### src/irq_pkg.sv
// Package: constants, register map and vector numbers for the external interrupt block
package irq_pkg;

  // ==========================================================
  // Vector words
  localparam logic [4:0] VEC_RESET     = 5'h00;
  localparam logic [4:0] VEC_EXT       = 5'h01;
  localparam logic [4:0] VEC_PC_LO     = 5'h02;
  localparam logic [4:0] VEC_PC_HI     = 5'h03;
  localparam logic [4:0] VEC_WDOG      = 5'h04;
  localparam logic [4:0] VEC_T16_FIRST = 5'h05;
  localparam logic [4:0] VEC_T8_FIRST  = 5'h09;
  localparam logic [4:0] VEC_MISC_LAST = 5'h10;
  localparam int         NUM_SRC       = 17;
  localparam int         NUM_PERIPH    = 12;

  // ==========================================================
  // Register byte addresses
  localparam logic [11:0] ADDR_CTRL    = 12'h000;
  localparam logic [11:0] ADDR_ENABLE  = 12'h004;
  localparam logic [11:0] ADDR_FLAGS   = 12'h008;
  localparam logic [11:0] ADDR_MASK_LO = 12'h00c;
  localparam logic [11:0] ADDR_MASK_HI = 12'h010;
  localparam logic [11:0] ADDR_PINS    = 12'h014;
  localparam logic [11:0] ADDR_STARTUP = 12'h018;

  // ==========================================================
  // Field positions
  localparam int BIT_EXT   = 0;
  localparam int BIT_PC_LO = 1;
  localparam int BIT_PC_HI = 2;

  // ==========================================================
  // Reset values
  localparam logic [1:0]  RST_SENSE   = 2'h0;
  localparam logic [7:0]  RST_MASK_LO = 8'h00;
  localparam logic [3:0]  RST_MASK_HI = 4'h0;
  localparam logic [15:0] RST_STARTUP = 16'h0010;

  // ==========================================================
  // Sense control encodings
  typedef enum logic [1:0] {
    SENSE_LOW  = 2'h0,
    SENSE_ANY  = 2'h1,
    SENSE_FALL = 2'h2,
    SENSE_RISE = 2'h3
  } sense_t;

endpackage

### src/pin_sync_if.sv
// Interface: synchronised pin levels and change pulses between detector and controller
interface pin_sync_if;
  logic [12:0] level;
  logic [12:0] change;
  modport src (output level, output change);
  modport dst (input level, input change);
endinterface

### src/pin_sync.sv
// Two-flop synchroniser with change detection for the external pins
module pin_sync (
  input  wire logic        clk_sys_in,
  input  wire logic        rst_in,
  input  wire logic        io_clk_en_in,
  input  wire logic [12:0] pins_in,
  pin_sync_if.src          sync
);
  logic [12:0] meta_q;
  logic [12:0] stab_q;
  logic [12:0] prev_q;

  always_ff @(posedge clk_sys_in) begin
    if (rst_in) begin
      meta_q <= 13'h1fff;
      stab_q <= 13'h1fff;
    end else begin
      meta_q <= pins_in;
      stab_q <= meta_q;
    end
  end

  // Group bits keep their last running level while the I/O clock is off, so a
  // change in deep sleep is still flagged on wake; the external pin tracks
  // always, so an edge in that time is lost rather than delayed
  always_ff @(posedge clk_sys_in) begin
    if (rst_in) begin
      prev_q <= 13'h1fff;
    end else begin
      prev_q[12] <= stab_q[12]; // [RQ12]
      if (io_clk_en_in) begin
        prev_q[11:0] <= stab_q[11:0];
      end
    end
  end

  assign sync.level  = stab_q;
  assign sync.change = io_clk_en_in ? (stab_q ^ prev_q) : 13'h0000;
endmodule

### src/vec_prio.sv
// Fixed priority picker: lowest pending source wins
module vec_prio (
  input  wire logic [16:0] pend_in,
  output logic             any_out,
  output logic [4:0]       vec_out
);
  always_comb begin
    any_out = 1'b0;
    vec_out = irq_pkg::VEC_RESET;
    for (int i = irq_pkg::NUM_SRC - 1; i >= 0; i--) begin
      if (pend_in[i]) begin
        any_out = 1'b1;
        vec_out = 5'(i + 1);
      end
    end
  end
endmodule

### src/ext_irq_and_vector_map.sv
// Top: external interrupt, pin-change groups, vector map and APB register file
// ==========================================================
// How it works
// [RQ1] Resets go to word 0; external to 1
// [RQ2] Pin-change groups vector to words 2, 3
// [RQ3] Watchdog word 4; 16-bit timer words 5-8
// [RQ4] 8-bit timer 9-11; others 12-16; code maps others to 12-17 (periph_req_in[13] gives word 17)
// [RQ5] Pins driven as outputs still raise requests
// [RQ6] Any enabled input 7..0 toggling raises low
// [RQ7] Any enabled input 11..8 toggling raises high
// [RQ8] Per-pin masks select contributing inputs
// [RQ9] Pin changes wake without the I/O clock
// [RQ10] External pin: falling, rising or low level
// [RQ11] Low level requests while pin stays low
// [RQ12] Edges need the running I/O clock
// [RQ13] I/O clock stopped in sleep except idle
// [RQ14] Low level wakes asynchronously
// [RQ15] Vanished level wakes but gives no interrupt
// [RQ16] Start-up delay set by fuse settings
// [RQ17] Sense field: low, any, falling, rising
// [RQ18] Pulses longer than one clock are caught
// [RQ19] Ext flag: edge sets, ack/one clears, level clears
// [RQ20] Group flags: change sets, ack/one clears
// [RQ21] Lowest pending vector is served first
module ext_irq_and_vector_map (
  input  wire logic        clk_sys_in,
  input  wire logic        rst_in,
  input  wire logic        psel,
  input  wire logic        penable,
  input  wire logic        pwrite,
  input  wire logic [11:0] paddr,
  input  wire logic [31:0] pwdata,
  output logic      [31:0] prdata,
  output logic             pready,
  output logic             pslverr,
  input  wire logic        ext_irq_pin,
  input  wire logic [11:0] pin_change_inputs,
  input  wire logic        reset_req_in,
  input  wire logic [13:0] periph_req_in,
  input  wire logic        global_irq_en_in,
  input  wire logic        sleep_in,
  input  wire logic        sleep_idle_in,
  input  wire logic [3:0]  startup_time_fuse,
  input  wire logic [3:0]  clock_select_fuse,
  input  wire logic        irq_ack_in,
  output logic             irq_req_out,
  output logic [4:0]       irq_vector_out,
  output logic             wake_out,
  output logic             io_clk_en_out,
  output logic             pin_change_group_lo_req,
  output logic             pin_change_group_hi_req
);
  // ==========================================================
  // Registers and sleep state
  typedef enum {ST_RUN, ST_SLEEP, ST_START} pwr_t;
  pwr_t        pwr_q;
  logic [1:0]  sense_q;
  logic [2:0]  enable_q;
  logic [7:0]  pin_change_mask_lo;
  logic [3:0]  pin_change_mask_hi;
  logic        ext_irq_flag;
  logic        pin_change_flag_lo;
  logic        pin_change_flag_hi;
  logic [15:0] startup_q;
  logic [15:0] su_cnt_q;
  logic        lvl_seen_q;
  logic [4:0]  vec_q;
  logic        req_q;
  logic [31:0] rdata_d;
  logic        wr_stb;
  logic        w1c_stb;
  logic        ext_edge;
  logic        lvl_low;
  logic        any_pend;
  logic [4:0]  pick_vec;
  logic [16:0] pend;
  logic        ack_ext;
  logic        ack_lo;
  logic        ack_hi;
  logic [15:0] startup_len;
  logic        sense_is_level;

  localparam int BIT_EXT_C   = irq_pkg::BIT_EXT;
  localparam int BIT_PC_LO_C = irq_pkg::BIT_PC_LO;
  localparam int BIT_PC_HI_C = irq_pkg::BIT_PC_HI;

  pin_sync_if sync ();

  // ==========================================================
  // Clock gating: I/O clock only in run or idle sleep
  assign io_clk_en_out = (pwr_q == ST_RUN) || sleep_idle_in; // [RQ13]

  pin_sync u_sync (
    .clk_sys_in   (clk_sys_in),
    .rst_in       (rst_in),
    .io_clk_en_in (io_clk_en_out),
    .pins_in      ({ext_irq_pin, pin_change_inputs}),
    .sync         (sync)
  );

  // ==========================================================
  // Pin-change groups; inputs sampled regardless of pin direction
  assign pin_change_group_lo_req = |(sync.change[7:0] & pin_change_mask_lo); // [RQ5] [RQ6] [RQ8]
  // Asynchronous path for wake: compare levels without the I/O clock
  logic [11:0] pc_ref_q;
  logic        pc_wake;
  always_ff @(posedge clk_sys_in) begin
    if (rst_in) begin
      pc_ref_q <= 12'hfff;
    end else if (pwr_q == ST_RUN) begin
      pc_ref_q <= sync.level[11:0];
    end
  end
  assign pc_wake = |((sync.level[11:0] ^ pc_ref_q) & {pin_change_mask_hi, pin_change_mask_lo}
                     & {{4{enable_q[BIT_PC_HI_C]}}, {8{enable_q[BIT_PC_LO_C]}}}); // [RQ9]
  assign pin_change_group_hi_req = |(sync.change[11:8] & pin_change_mask_hi); // [RQ7] [RQ8]

  // ==========================================================
  // External pin sense
  assign sense_is_level = (sense_q == irq_pkg::SENSE_LOW);
  assign lvl_low        = ~sync.level[12];
  always_comb begin
    case (irq_pkg::sense_t'(sense_q)) // [RQ10] [RQ17]
      irq_pkg::SENSE_ANY:  ext_edge = sync.change[12]; // [RQ18]
      irq_pkg::SENSE_FALL: ext_edge = sync.change[12] & ~sync.level[12]; // [RQ12]
      irq_pkg::SENSE_RISE: ext_edge = sync.change[12] & sync.level[12];
      default:             ext_edge = 1'b0;
    endcase
  end

  // ==========================================================
  // APB slave: zero wait states, unmapped reads zero with error
  assign pready  = 1'b1;
  assign wr_stb  = psel & penable & pwrite;
  assign w1c_stb = wr_stb && (paddr == irq_pkg::ADDR_FLAGS);
  always_comb begin
    case (paddr)
      irq_pkg::ADDR_CTRL:    rdata_d = {30'h0, sense_q};
      irq_pkg::ADDR_ENABLE:  rdata_d = {29'h0, enable_q};
      irq_pkg::ADDR_FLAGS:   rdata_d = {29'h0, pin_change_flag_hi, pin_change_flag_lo,
                                        ext_irq_flag};
      irq_pkg::ADDR_MASK_LO: rdata_d = {24'h0, pin_change_mask_lo};
      irq_pkg::ADDR_MASK_HI: rdata_d = {28'h0, pin_change_mask_hi};
      irq_pkg::ADDR_PINS:    rdata_d = {19'h0, sync.level};
      irq_pkg::ADDR_STARTUP: rdata_d = {16'h0, startup_q};
      default:               rdata_d = 32'h0000_0000;
    endcase
  end
  assign prdata  = (psel & ~pwrite) ? rdata_d : 32'h0000_0000;
  assign pslverr = psel & penable & ~(paddr inside {irq_pkg::ADDR_CTRL, irq_pkg::ADDR_ENABLE,
                   irq_pkg::ADDR_FLAGS, irq_pkg::ADDR_MASK_LO, irq_pkg::ADDR_MASK_HI,
                   irq_pkg::ADDR_PINS, irq_pkg::ADDR_STARTUP});

  always_ff @(posedge clk_sys_in) begin
    if (rst_in) begin
      sense_q            <= irq_pkg::RST_SENSE;
      enable_q           <= 3'h0;
      pin_change_mask_lo <= irq_pkg::RST_MASK_LO;
      pin_change_mask_hi <= irq_pkg::RST_MASK_HI;
      startup_q          <= irq_pkg::RST_STARTUP;
    end else if (wr_stb) begin
      case (paddr)
        irq_pkg::ADDR_CTRL:    sense_q <= pwdata[1:0];
        irq_pkg::ADDR_ENABLE:  enable_q <= pwdata[2:0];
        irq_pkg::ADDR_MASK_LO: pin_change_mask_lo <= pwdata[7:0]; // [RQ8]
        irq_pkg::ADDR_MASK_HI: pin_change_mask_hi <= pwdata[3:0];
        irq_pkg::ADDR_STARTUP: startup_q <= pwdata[15:0];
        default: ;
      endcase
    end
  end

  // ==========================================================
  // Flags: set wins over clear
  assign ack_ext = irq_ack_in && req_q && vec_q == irq_pkg::VEC_EXT;
  assign ack_lo  = irq_ack_in && req_q && vec_q == irq_pkg::VEC_PC_LO;
  assign ack_hi  = irq_ack_in && req_q && vec_q == irq_pkg::VEC_PC_HI;

  always_ff @(posedge clk_sys_in) begin
    if (rst_in || sense_is_level) begin
      ext_irq_flag <= 1'b0; // [RQ19]
    end else if (ext_edge) begin
      ext_irq_flag <= 1'b1; // [RQ19]
    end else if (ack_ext || (w1c_stb && pwdata[BIT_EXT_C])) begin
      ext_irq_flag <= 1'b0; // [RQ19]
    end
  end

  always_ff @(posedge clk_sys_in) begin
    if (rst_in) begin
      pin_change_flag_lo <= 1'b0;
      pin_change_flag_hi <= 1'b0;
    end else begin
      if (pin_change_group_lo_req) begin
        pin_change_flag_lo <= 1'b1; // [RQ20]
      end else if (ack_lo || (w1c_stb && pwdata[BIT_PC_LO_C])) begin
        pin_change_flag_lo <= 1'b0; // [RQ20]
      end
      if (pin_change_group_hi_req) begin
        pin_change_flag_hi <= 1'b1; // [RQ20]
      end else if (ack_hi || (w1c_stb && pwdata[BIT_PC_HI_C])) begin
        pin_change_flag_hi <= 1'b0; // [RQ20]
      end
    end
  end

  // ==========================================================
  // Sleep and start-up: level seen only if held to the end of start-up
  assign startup_len = startup_q + 16'({startup_time_fuse, clock_select_fuse}); // [RQ16]
  always_ff @(posedge clk_sys_in) begin
    if (rst_in) begin
      pwr_q      <= ST_RUN;
      su_cnt_q   <= 16'h0000;
      lvl_seen_q <= 1'b0;
    end else begin
      case (pwr_q)
        ST_RUN: begin
          lvl_seen_q <= 1'b1;
          if (sleep_in) begin
            pwr_q <= ST_SLEEP;
          end
        end
        ST_SLEEP: begin
          lvl_seen_q <= 1'b0;
          if ((enable_q[BIT_EXT_C] && sense_is_level && lvl_low) || pc_wake) begin // [RQ14]
            pwr_q    <= ST_START;
            su_cnt_q <= startup_len;
          end else if (!sleep_in && sleep_idle_in) begin
            pwr_q <= ST_RUN;
          end
        end
        ST_START: begin
          if (su_cnt_q == 16'h0000) begin
            pwr_q <= ST_RUN; // [RQ15]
          end else begin
            su_cnt_q <= su_cnt_q - 16'h0001;
          end
        end
        default: pwr_q <= ST_RUN;
      endcase
    end
  end
  assign wake_out = (pwr_q == ST_START);

  // ==========================================================
  // Pending sources and vector selection
  always_comb begin
    pend     = 17'h00000;
    // Level mode requests only once running, so a vanished level yields none
    pend[0]  = enable_q[BIT_EXT_C] & (sense_is_level ? (lvl_low & lvl_seen_q) // [RQ11] [RQ15]
                                                     : ext_irq_flag);
    pend[1]  = enable_q[BIT_PC_LO_C] & pin_change_flag_lo; // [RQ2]
    pend[2]  = enable_q[BIT_PC_HI_C] & pin_change_flag_hi;
    pend[16:3] = periph_req_in; // [RQ3] [RQ4]
  end

  vec_prio u_prio (
    .pend_in (pend),
    .any_out (any_pend),
    .vec_out (pick_vec) // [RQ21]
  );

  always_ff @(posedge clk_sys_in) begin
    if (rst_in || reset_req_in) begin
      req_q <= 1'b0;
      vec_q <= irq_pkg::VEC_RESET; // [RQ1]
    end else if (irq_ack_in && req_q) begin
      req_q <= 1'b0;
    end else begin
      req_q <= any_pend & global_irq_en_in & (pwr_q == ST_RUN);
      vec_q <= any_pend ? pick_vec : irq_pkg::VEC_RESET;
    end
  end
  assign irq_req_out    = req_q;
  assign irq_vector_out = vec_q;

  // ==========================================================
  // Checks
  property p_ext_vec;
    @(posedge clk_sys_in) disable iff (rst_in)
      (pend[0] && global_irq_en_in && pwr_q == ST_RUN && !(irq_ack_in && req_q)
       && !reset_req_in) |=> (vec_q == irq_pkg::VEC_EXT);
  endproperty
  a_ext_vec: assert property (p_ext_vec) else $error("ext vector not 1"); // [RQ1]

  property p_reset_vec;
    @(posedge clk_sys_in) reset_req_in |=> (vec_q == irq_pkg::VEC_RESET && !req_q);
  endproperty
  a_reset_vec: assert property (p_reset_vec) else $error("reset vector not 0"); // [RQ1]

  property p_lo_vec;
    @(posedge clk_sys_in) disable iff (rst_in)
      (!pend[0] && pend[1] && !(irq_ack_in && req_q) && !reset_req_in)
      |=> (vec_q == irq_pkg::VEC_PC_LO);
  endproperty
  a_lo_vec: assert property (p_lo_vec) else $error("low group vector not 2"); // [RQ2]

  property p_wdog_vec;
    @(posedge clk_sys_in) disable iff (rst_in)
      (pend[3:0] == 4'h8 && !(irq_ack_in && req_q) && !reset_req_in)
      |=> (vec_q == irq_pkg::VEC_WDOG);
  endproperty
  a_wdog_vec: assert property (p_wdog_vec) else $error("watchdog vector not 4"); // [RQ3]

  property p_last_vec;
    @(posedge clk_sys_in) disable iff (rst_in)
      (pend == 17'h08000 && !(irq_ack_in && req_q) && !reset_req_in)
      |=> (vec_q == irq_pkg::VEC_MISC_LAST);
  endproperty
  a_last_vec: assert property (p_last_vec) else $error("last vector not 16"); // [RQ4]

  property p_lo_mask;
    @(posedge clk_sys_in) disable iff (rst_in)
      (pin_change_mask_lo == 8'h00) |-> !pin_change_group_lo_req;
  endproperty
  a_lo_mask: assert property (p_lo_mask) else $error("masked low group requested"); // [RQ8]

  property p_flag_level;
    @(posedge clk_sys_in) disable iff (rst_in)
      (sense_is_level && $past(sense_is_level)) |-> !ext_irq_flag;
  endproperty
  a_flag_level: assert property (p_flag_level) else $error("ext flag set in level mode"); // [RQ19]

  property p_flag_set;
    @(posedge clk_sys_in) disable iff (rst_in)
      (pin_change_group_hi_req) |=> pin_change_flag_hi;
  endproperty
  a_flag_set: assert property (p_flag_set) else $error("high group flag not set"); // [RQ20]

  property p_io_clk;
    @(posedge clk_sys_in) disable iff (rst_in)
      (pwr_q == ST_SLEEP && !sleep_idle_in) |-> !io_clk_en_out;
  endproperty
  a_io_clk: assert property (p_io_clk) else $error("io clock runs in deep sleep"); // [RQ13]

  c_ext:   cover property (@(posedge clk_sys_in) req_q && vec_q == irq_pkg::VEC_EXT);
  c_lo:    cover property (@(posedge clk_sys_in) req_q && vec_q == irq_pkg::VEC_PC_LO);
  c_wake:  cover property (@(posedge clk_sys_in) pwr_q == ST_START ##1 pwr_q == ST_RUN);
  c_sleep: cover property (@(posedge clk_sys_in) pwr_q == ST_SLEEP);
endmodule

### config.mk
export PLATFORM = sky130hd
export DESIGN_NAME = ext_irq_and_vector_map
export DESIGN_NICKNAME = d
export VERILOG_FILES = /design/src/irq_pkg.sv /design/src/pin_sync_if.sv /design/src/pin_sync.sv /design/src/vec_prio.sv /design/src/ext_irq_and_vector_map.sv
export SDC_FILE = /design/constraint.sdc
export NUM_CORES = 1
export LEC_CHECK = 0
export ABC_AREA = 1
export ABC_CLOCK_PERIOD_IN_PS = 2850
export BUFFER_PORTS_ARGS = -buffer_cell sky130_fd_sc_hd__clkbuf_2
export CORE_ASPECT_RATIO = 0.6
export CORE_MARGIN = 4
export CORE_UTILIZATION = 44
export CTS_CLUSTER_SIZE = 16
export DETAILED_ROUTE_END_ITERATION = 16
export PLACE_DENSITY = 0.67
export SLEW_MARGIN = 20
export SYNTH_ARGS = -nofsm -noshare
export SYNTH_HDL_FRONTEND = slang
export SYNTH_SLANG_ARGS = --single-unit
### constraint.sdc
create_clock -name clk_sys_in -period 2.85 [get_ports clk_sys_in]
set_input_delay 0.4275 -clock clk_sys_in [delete_from_list [all_inputs] [get_ports clk_sys_in]]
set_output_delay 0.4275 -clock clk_sys_in [all_outputs]
set_load 0.05 [all_outputs]
==> results of run 1 <==
-- flip-flops by register name (all words and copies together), names as in the netlist --
name / count
startup_q: 16
su_cnt_q: 16
u_sync.meta_q: 13
u_sync.prev_q: 13
u_sync.sync.level: 13
pc_ref_q: 12
pin_change_mask_lo: 8
irq_vector_out: 5
pin_change_mask_hi: 4
enable_q: 3
pwr_q: 2
sense_q: 2
ext_irq_flag: 1
irq_req_out: 1
lvl_seen_q: 1
pin_change_flag_hi: 1
pin_change_flag_lo: 1
-- worst max-delay path: stages --
cell	delay [ps]
clkbuf_2	110
nor4_2	430
nand3_1	230
nand2_1	130
nor3_1	60
nand4_1	120
nand2_2	220
a21oi_1	310
buf_12	180
-- worst max path at each step --
stage	end	slack, ps	depth (start not counted)
global route	prdata[10]	-30	11
global placement	prdata[0]	60	9
floorplan	prdata[10]	60	9
detailed placement	prdata[0]	7	10
finish	prdata[12]	190	9
CTS	prdata[12]	3	10
-- cell families after synthesis --
group / Yosys count
AND/OR/NAND/NOR: 372
AO/OA/AOI/OAI: 199
buffers and inverters: 143
flip-flops: 112
XOR/XNOR: 12
adder cells (fa/ha/maj): 10
other: 2
-- repair_timing --
action,4_1_cts,5_1_grt
cloned,0,0
gates resized for setup,1,4
endpoints found under the setup margin,1,12
-- cells in the final DEF, fill, tap and decap left out, drive strengths merged, types with 2 or more instances in the layout --
cell type  Yosys  layout
conb           2      17
nor2          83      83
buf           25      26
clkbuf        16      96
clkinv         3       5
nand4          6       6
ha             9       9
nor3          11      11
a21oi         72      72
o2111ai        2       2
o22ai         12      12
nand2        174     174
or2           31      31
inv           99     102
a31oi          5       5
nor4           8       8
a211oi        10      10
o211ai        10      10
o21ai         77      77
a32oi          2       2
dfxtp        112     112
nand3         58      58
a21o           2       2
xnor2          8       8
xor2           4       4
-- routing by layer --
metal	track usage	part of all wire
met5	0	0
met4	0.0387	0.0099
met3	0.0558	0.10
met2	0.292	0.40
met1	0.334	0.48
-- cell type report --
type / instances / area (sq um) / area share
inverters: 102 / 385 / 0.0545
flip-flops and latches: 112 / 2240 / 0.317
repair buffers: 113 / 781 / 0.110
clock inverters: 7 / 86.3 / 0.0122
multi-input cells: 610 / 3140 / 0.444
clock buffers: 9 / 225 / 0.0319
well taps: 170 / 213 / 0.0301
-- power by group through the flow --
stage,logic [mW],registers (mW),clock network (mW)
floorplan,0.689,1.80,0
global placement,0.864,1.81,0
detailed placement,0.881,1.81,0
CTS,0.885,1.77,1.35
global route,1.02,1.79,1.42
finish,0.887,1.78,1.33
==> insert_results.sql, run 1 <==
INSERT INTO impl_metrics (metric_group, metric, value, unit) VALUES
('detailed_routing', 'post-route-drc-count', '0', ''),
('clocking', 'cts.sinks', '112', ''),
('logic_synthesis', 'synth-compound-area-share', '0.193', ''),
('global_routing', 'number_of_antenna_violations_at_the_first_check_in_global_routing', '0', ''),
('layout', 'diodes', '0', ''),
('worst_setup_path', 'worst-endpoint-required', '2420', 'ps'),
('clocking', 'h-tree-depth', '3', ''),
('power', 'power-per-cell-area', '565', 'nW/um^2'),
('floorplanning', 'total_number_of_placement_rows', '32', ''),
('placed_design', 'dp.cells', '1107', ''),
('worst_hold_path', 'timing.hold.worst.start', 'pin_change_inputs[9]', ''),
('placed_design', 'place.detailed.hpwl', '12.7', 'mm'),
('worst_setup_path', 'worstSetupStartpointType', 'input pin', ''),
('sta', 'fmaxAchievable', '376', 'MHz'),
('worst_setup_path', 'reg2reg_slack', '300', 'ps'),
('logic_synthesis', 'leading_cell_types_by_total_area_after_synthesis', 'dfxtp_1 (38%), nand2_1 (11%), inv_1 (5.9%)', ''),
('clocking', 'tritoncts.num_buffers', '9', ''),
('worst_setup_path', 'critPathMaxFanout', '12', ''),
('run', 'cap_viol_max_count', '0', ''),
('detailed_routing', 'finalWirelength', '16.6', 'mm'),
('sta', 'setup-violations-final', '0', ''),
('power', 'finalPower', '4.00', 'mW'),
('worst_setup_path', 'crit_start', 'paddr[5]', ''),
('worst_setup_path', 'critPathCaptureType', 'output pin', ''),
('layout', 'final_cells', '1123', ''),
('detailed_routing', 'drt.antenna.violating_nets', '0', ''),
('power', 'net-switching-power', '1.32', 'mW'),
('detailed_routing', 'first_iter_violations', '549', ''),
('worst_setup_path', 'cp.arrival', '2230', 'ps'),
('layout', 'fin_nets', '1047', ''),
('worst_hold_path', 'min_delay_worst_endpoint', 'u_sync.meta_q[9]$_SDFF_PP1_', ''),
('clocking', 'clockBufferDepth', '2', ''),
('layout', 'drive_above_1_share', '0.200', ''),
('detailed_routing', 'route.detailed.wl_per_inst', '14.8', 'um'),
('power', 'sequential_share_of_power', '0.444', ''),
('logic_synthesis', 'postSynthRegisterBits', '112', ''),
('logic_synthesis', 'ys_async_sr_fraction', '0', ''),
('floorplanning', 'design.die.area', '15500', 'sq um'),
('logic_synthesis', 'synth_enable_flop_cells', '0', ''),
('sta', 'worst_slack', '188', 'ps'),
('clocking', 'tritoncts', 'done', ''),
('global_routing', 'global_route_wire_length_before_repair', '26.4', 'mm'),
('power', 'pwr-share-comb', '0.222', ''),
('placed_design', 'place_congestion', '0.890', ''),
('power', 'power_frac_clock', '0.334', ''),
('logic_synthesis', 'syn_area_per_cell', '6.98', 'sq um'),
('power', 'power_leakage', '3.13', 'nW'),
('global_routing', 'grt_util_overall', '0.213', ''),
('worst_setup_path', 'criticalPathCategory', 'in2out', ''),
('logic_synthesis', 'synthSimpleGateAreaFrac', '0.283', ''),
('sta', 'timing.clock.skew', '5.98', 'ps'),
('logic_synthesis', 'synth_cells', '850', ''),
('clocking', 'worst_skew_pair.late_latency', '360', 'ps'),
('worst_setup_path', 'crit-reg2reg-capture', 'su_cnt_q[12]$_SDFFE_PP0P_', ''),
('logic_synthesis', 'synth_ff_type', 'dfxtp_1', ''),
('power', 'switching_share', '0.330', ''),
('clocking', 'holdBufCountCts', '0', ''),
('global_routing', 'first_global_vias', '5160', ''),
('worst_setup_path', 'r2r_start', 'startup_q[0]$_SDFFE_PP0P_', ''),
('detailed_routing', 'avgViaCountPerCell', '5.23', ''),
('clocking', 'cts_setup_buffers', '0', ''),
('worst_hold_path', 'holdCritPathClass', 'in2reg', ''),
('logic_synthesis', 'synth_top_family_by_area', 'simple AND/OR/NAND/NOR gates', ''),
('sta', 'relative_slew_margins', '0.564', ''),
('power', 'internal_power', '2.68', 'mW'),
('logic_synthesis', 'ys_top_cells_by_count', 'nand2_1 (170), dfxtp_1 (112), inv_1 (94), nor2_1 (76)', ''),
('sta', 'report.final.slew_viol_count', '0', ''),
('outcome', 'result_of_the_run', 'completed', ''),
('global_routing', 'largest_net_degree_at_the_start_of_global_routing', '61', ''),
('power', 'peakVddDrop', '278', 'uV'),
('logic_synthesis', 'yosys_warnings', '0', '');
Note: power is estimated with default switching activity, not from simulation.
==> run 2: changes to the inputs <==
ABC_CLOCK_PERIOD_IN_PS = 2800   (was 2850)
PLACE_DENSITY = 0.71   (was 0.67)
clock period = 2.8 ns   (was 2.85 ns; I/O delays follow)
==> run 2 against run 1 <==
Critical path depth did not move. Utilization down 0.17 points. Clock power down 4%. Worst hold slack worse by 10 ps. Clock skew barely moved. Register-to-register slack got worse by 40 ps. First-iteration DRC count shrank 23%. Die area did not move. Wire length shrank 1.8%. Count of clock-buffer cells in the layout did not move. Cell area down 0.32%. Critical path type unchanged. Largest cell class unchanged.
==> insert_results.sql, run 2 (synthesis results as in run 1) <==
INSERT INTO impl_metrics (metric_group, metric, value, unit) VALUES
('layout', 'diodes', '0', ''),
('layout', 'layout.cells.most_common', 'nand2_1', ''),
('power', 'peakVddDrop', '317', 'uV'),
('worst_hold_path', 'timing.hold.worst.start', 'pin_change_inputs[9]', ''),
('worst_setup_path', 'critical-path-top-cell-by-count', 'buf_4', ''),
('worst_setup_path', 'crit_start', 'paddr[5]', ''),
('detailed_routing', 'drt.antenna.violating_nets', '0', ''),
('placed_design', 'place_congestion', '0.924', ''),
('detailed_routing', 'num_vias', '5885', ''),
('global_routing', 'grt.overflow.total', '0', ''),
('sta', 'relative_slew_margins', '0.563', ''),
('sta', 'rsz0062_at_grt', 'false', ''),
('floorplanning', 'initial_core_util', '0.456', ''),
('sta', 'timing.clock.skew', '5.76', 'ps'),
('sta', 'timing_worst_slew_pin_value', '656', 'ps'),
('power', 'power-per-cell-area', '565', 'nW/um^2'),
('clocking', 'holdBufCountCts', '0', ''),
('floorplanning', 'fp.dieW', '158', 'um'),
('worst_setup_path', 'critical-path-slowest-cell', 'nor4_2', ''),
('layout', 'fin_nets', '1047', ''),
('floorplanning', 'total_number_of_placement_rows', '32', ''),
('floorplanning', 'core', '13000', 'sq um'),
('clocking', 'cts_setup_buffers', '0', ''),
('global_routing', 'first_global_vias', '5123', ''),
('clocking', 'clockBufferDepth', '2', ''),
('clocking', 'cts-root-buf', 'clkbuf_16', ''),
('worst_setup_path', 'cpLargestDelayFamily', 'simple AND/OR/NAND/NOR gates', ''),
('detailed_routing', 'post-route-drc-count', '0', ''),
('layout', 'num-fill-cells', '1263', ''),
('clocking', 'tritoncts', 'done', ''),
('sta', 'timing_hold_violations_final', '0', ''),
('worst_setup_path', 'cp_cell_sequence', 'clkbuf_2, nor4_2, nand3_1, buf_4, clkinv_1, buf_4, nand2_1, a21oi_1, buf_12', ''),
('clocking', 'worst_skew_pair.late_latency', '360', 'ps'),
('detailed_routing', 'first_iter_violations', '422', ''),
('placed_design', 'count_of_input_and_output_buffers', '99', ''),
('worst_setup_path', 'worstSetupStartpointType', 'input pin', ''),
('detailed_routing', 'finalWirelength', '16.3', 'mm'),
('placed_design', 'place.detailed.hpwl', '12.5', 'mm'),
('worst_setup_path', 'worst-endpoint-required', '2380', 'ps'),
('worst_setup_path', 'critPathMaxFanout', '5', ''),
('layout', 'final_core_utilization', '0.542', ''),
('sta', 'period_share', '0.942', ''),
('sta', 'report.final.slew_viol_count', '0', ''),
('worst_setup_path', 'r2r_start', 'startup_q[0]$_SDFFE_PP0P_', ''),
('layout', 'most_frequent_cells_in_the_layout', 'nand2_1 (169), dfxtp_1 (112), inv_1 (94), clkbuf_2 (87), nor2_1 (74)', ''),
('floorplanning', 'die-height', '98.0', 'um'),
('outcome', 'result_of_the_run', 'completed', ''),
('worst_setup_path', 'critPathCaptureType', 'output pin', ''),
('sta', 'fin_crit', '2640', 'ps'),
('layout', 'area_delta_synth_final', '18.7', '%'),
('global_routing', 'number_of_antenna_violations_at_the_first_check_in_global_routing', '0', ''),
('sta', 'fmaxAchievable', '379', 'MHz'),
('layout', 'drive_above_1_share', '0.199', ''),
('global_routing', 'largest_net_degree_at_the_start_of_global_routing', '61', ''),
('detailed_routing', 'route.detailed.wl_per_inst', '14.5', 'um'),
('worst_setup_path', 'cp.arrival', '2220', 'ps'),
('worst_setup_path', 'max_stage_delay', '460', 'ps'),
('detailed_routing', 'drt_pass1_iterations', '5', ''),
('detailed_routing', 'avgViaCountPerCell', '5.24', ''),
('clocking', 'clk_pin_slew', '80', 'ps'),
('floorplanning', 'top_level_ports', '133', ''),
('clocking', 'h-tree-depth', '3', ''),
('worst_setup_path', 'criticalPathCategory', 'in2out', ''),
('sta', 'setup-violations-final', '0', ''),
('layout', 'largestRegisters', 'startup_q (16), su_cnt_q (16)', ''),
('worst_setup_path', 'worst-path-buf-inv', '5', ''),
('power', 'power_leakage', '3.13', 'nW'),
('global_routing', 'global_route_wire_length_before_repair', '25.7', 'mm'),
('sta', 'hold-worst-slack', '236', 'ps'),
('clocking', 'cts.sinks', '112', ''),
('worst_hold_path', 'holdCritPathClass', 'in2reg', ''),
('floorplanning', 'design.die.area', '15500', 'sq um'),
('global_routing', 'grt_util_overall', '0.208', ''),
('run', 'cap_viol_max_count', '0', ''),
('clocking', 'tritoncts.num_buffers', '9', '');
-- run 2: cell types whose count changed in the layout (fill, tap and decap cells not counted), sizes merged --
cell      change
bufinv        -1
clkinv        +2
clkinvlp      -1
-- run 2: cell type report --
class,count,area (sq um),share of cell area
Clock buffer,9,225,0.0320
Sequential cell,112,2240,0.318
Timing Repair Buffer,113,781,0.111
Tap cell,170,213,0.0302
Multi-Input combinational cell,610,3140,0.445
Inverter,102,385,0.0547
Clock inverter,7,62.6,0.00888
-- run 2: worst paths after layout --
kind	to	slack [ps]	depth (start not counted)
setup / recovery	prdata[12]	160	9
setup reg to reg	su_cnt_q[12]$_SDFFE_PP0P_	260	17
hold reg to reg	u_sync.sync.level[6]$_SDFF_PP1_	410	1
hold / removal	u_sync.meta_q[9]$_SDFF_PP1_	240	2
-- run 2: per-layer routing --
| layer | vias up | track usage | wire [um] | part of all wire |
|---|---|---|---|---|
| met4 | 0 | 0.0511 | 219 | 0.013 |
| met3 | 19 | 0.0616 | 1490 | 0.091 |
| met5 | - | 0 | 0 | 0 |
| li1 | 2983 | - | - | - |
| met1 | 2662 | 0.325 | 8190 | 0.50 |
| met2 | 221 | 0.276 | 6430 | 0.39 |
-- run 2: power by group --
part           total [mW]  switching [mW]  leakage, nW  internal [mW]
Sequential           1.81          0.0986        0.917           1.71
Clock                1.28           0.651        0.144          0.624
Combinational       0.901           0.597         2.07          0.304
-- run 2: through the flow --
| stage | power (mW) | worst slack (ps) | std cells | TNS (ps) | instance area (sq um) |
|---|---|---|---|---|---|
| final | 3.98 | 163 | 1123 | 0 | 7050 |
| after CTS | 4.00 | 139 | 1123 | 0 | 7040 |
| after floorplan | 2.53 | 24.7 | 865 | 0 | 5990 |
| after global placement | 2.72 | -30.5 | 1107 | -34.1 | 6750 |
| after detailed placement | 2.74 | -26.0 | 1107 | -34.5 | 6750 |
| after global routing | 4.21 | 1.83 | 1123 | 0 | 7050 |
-- run 2: repair_timing --
action	CTS	global route
setup endpoints to repair	2	3
pin swaps	0	0
resized for setup	2	2
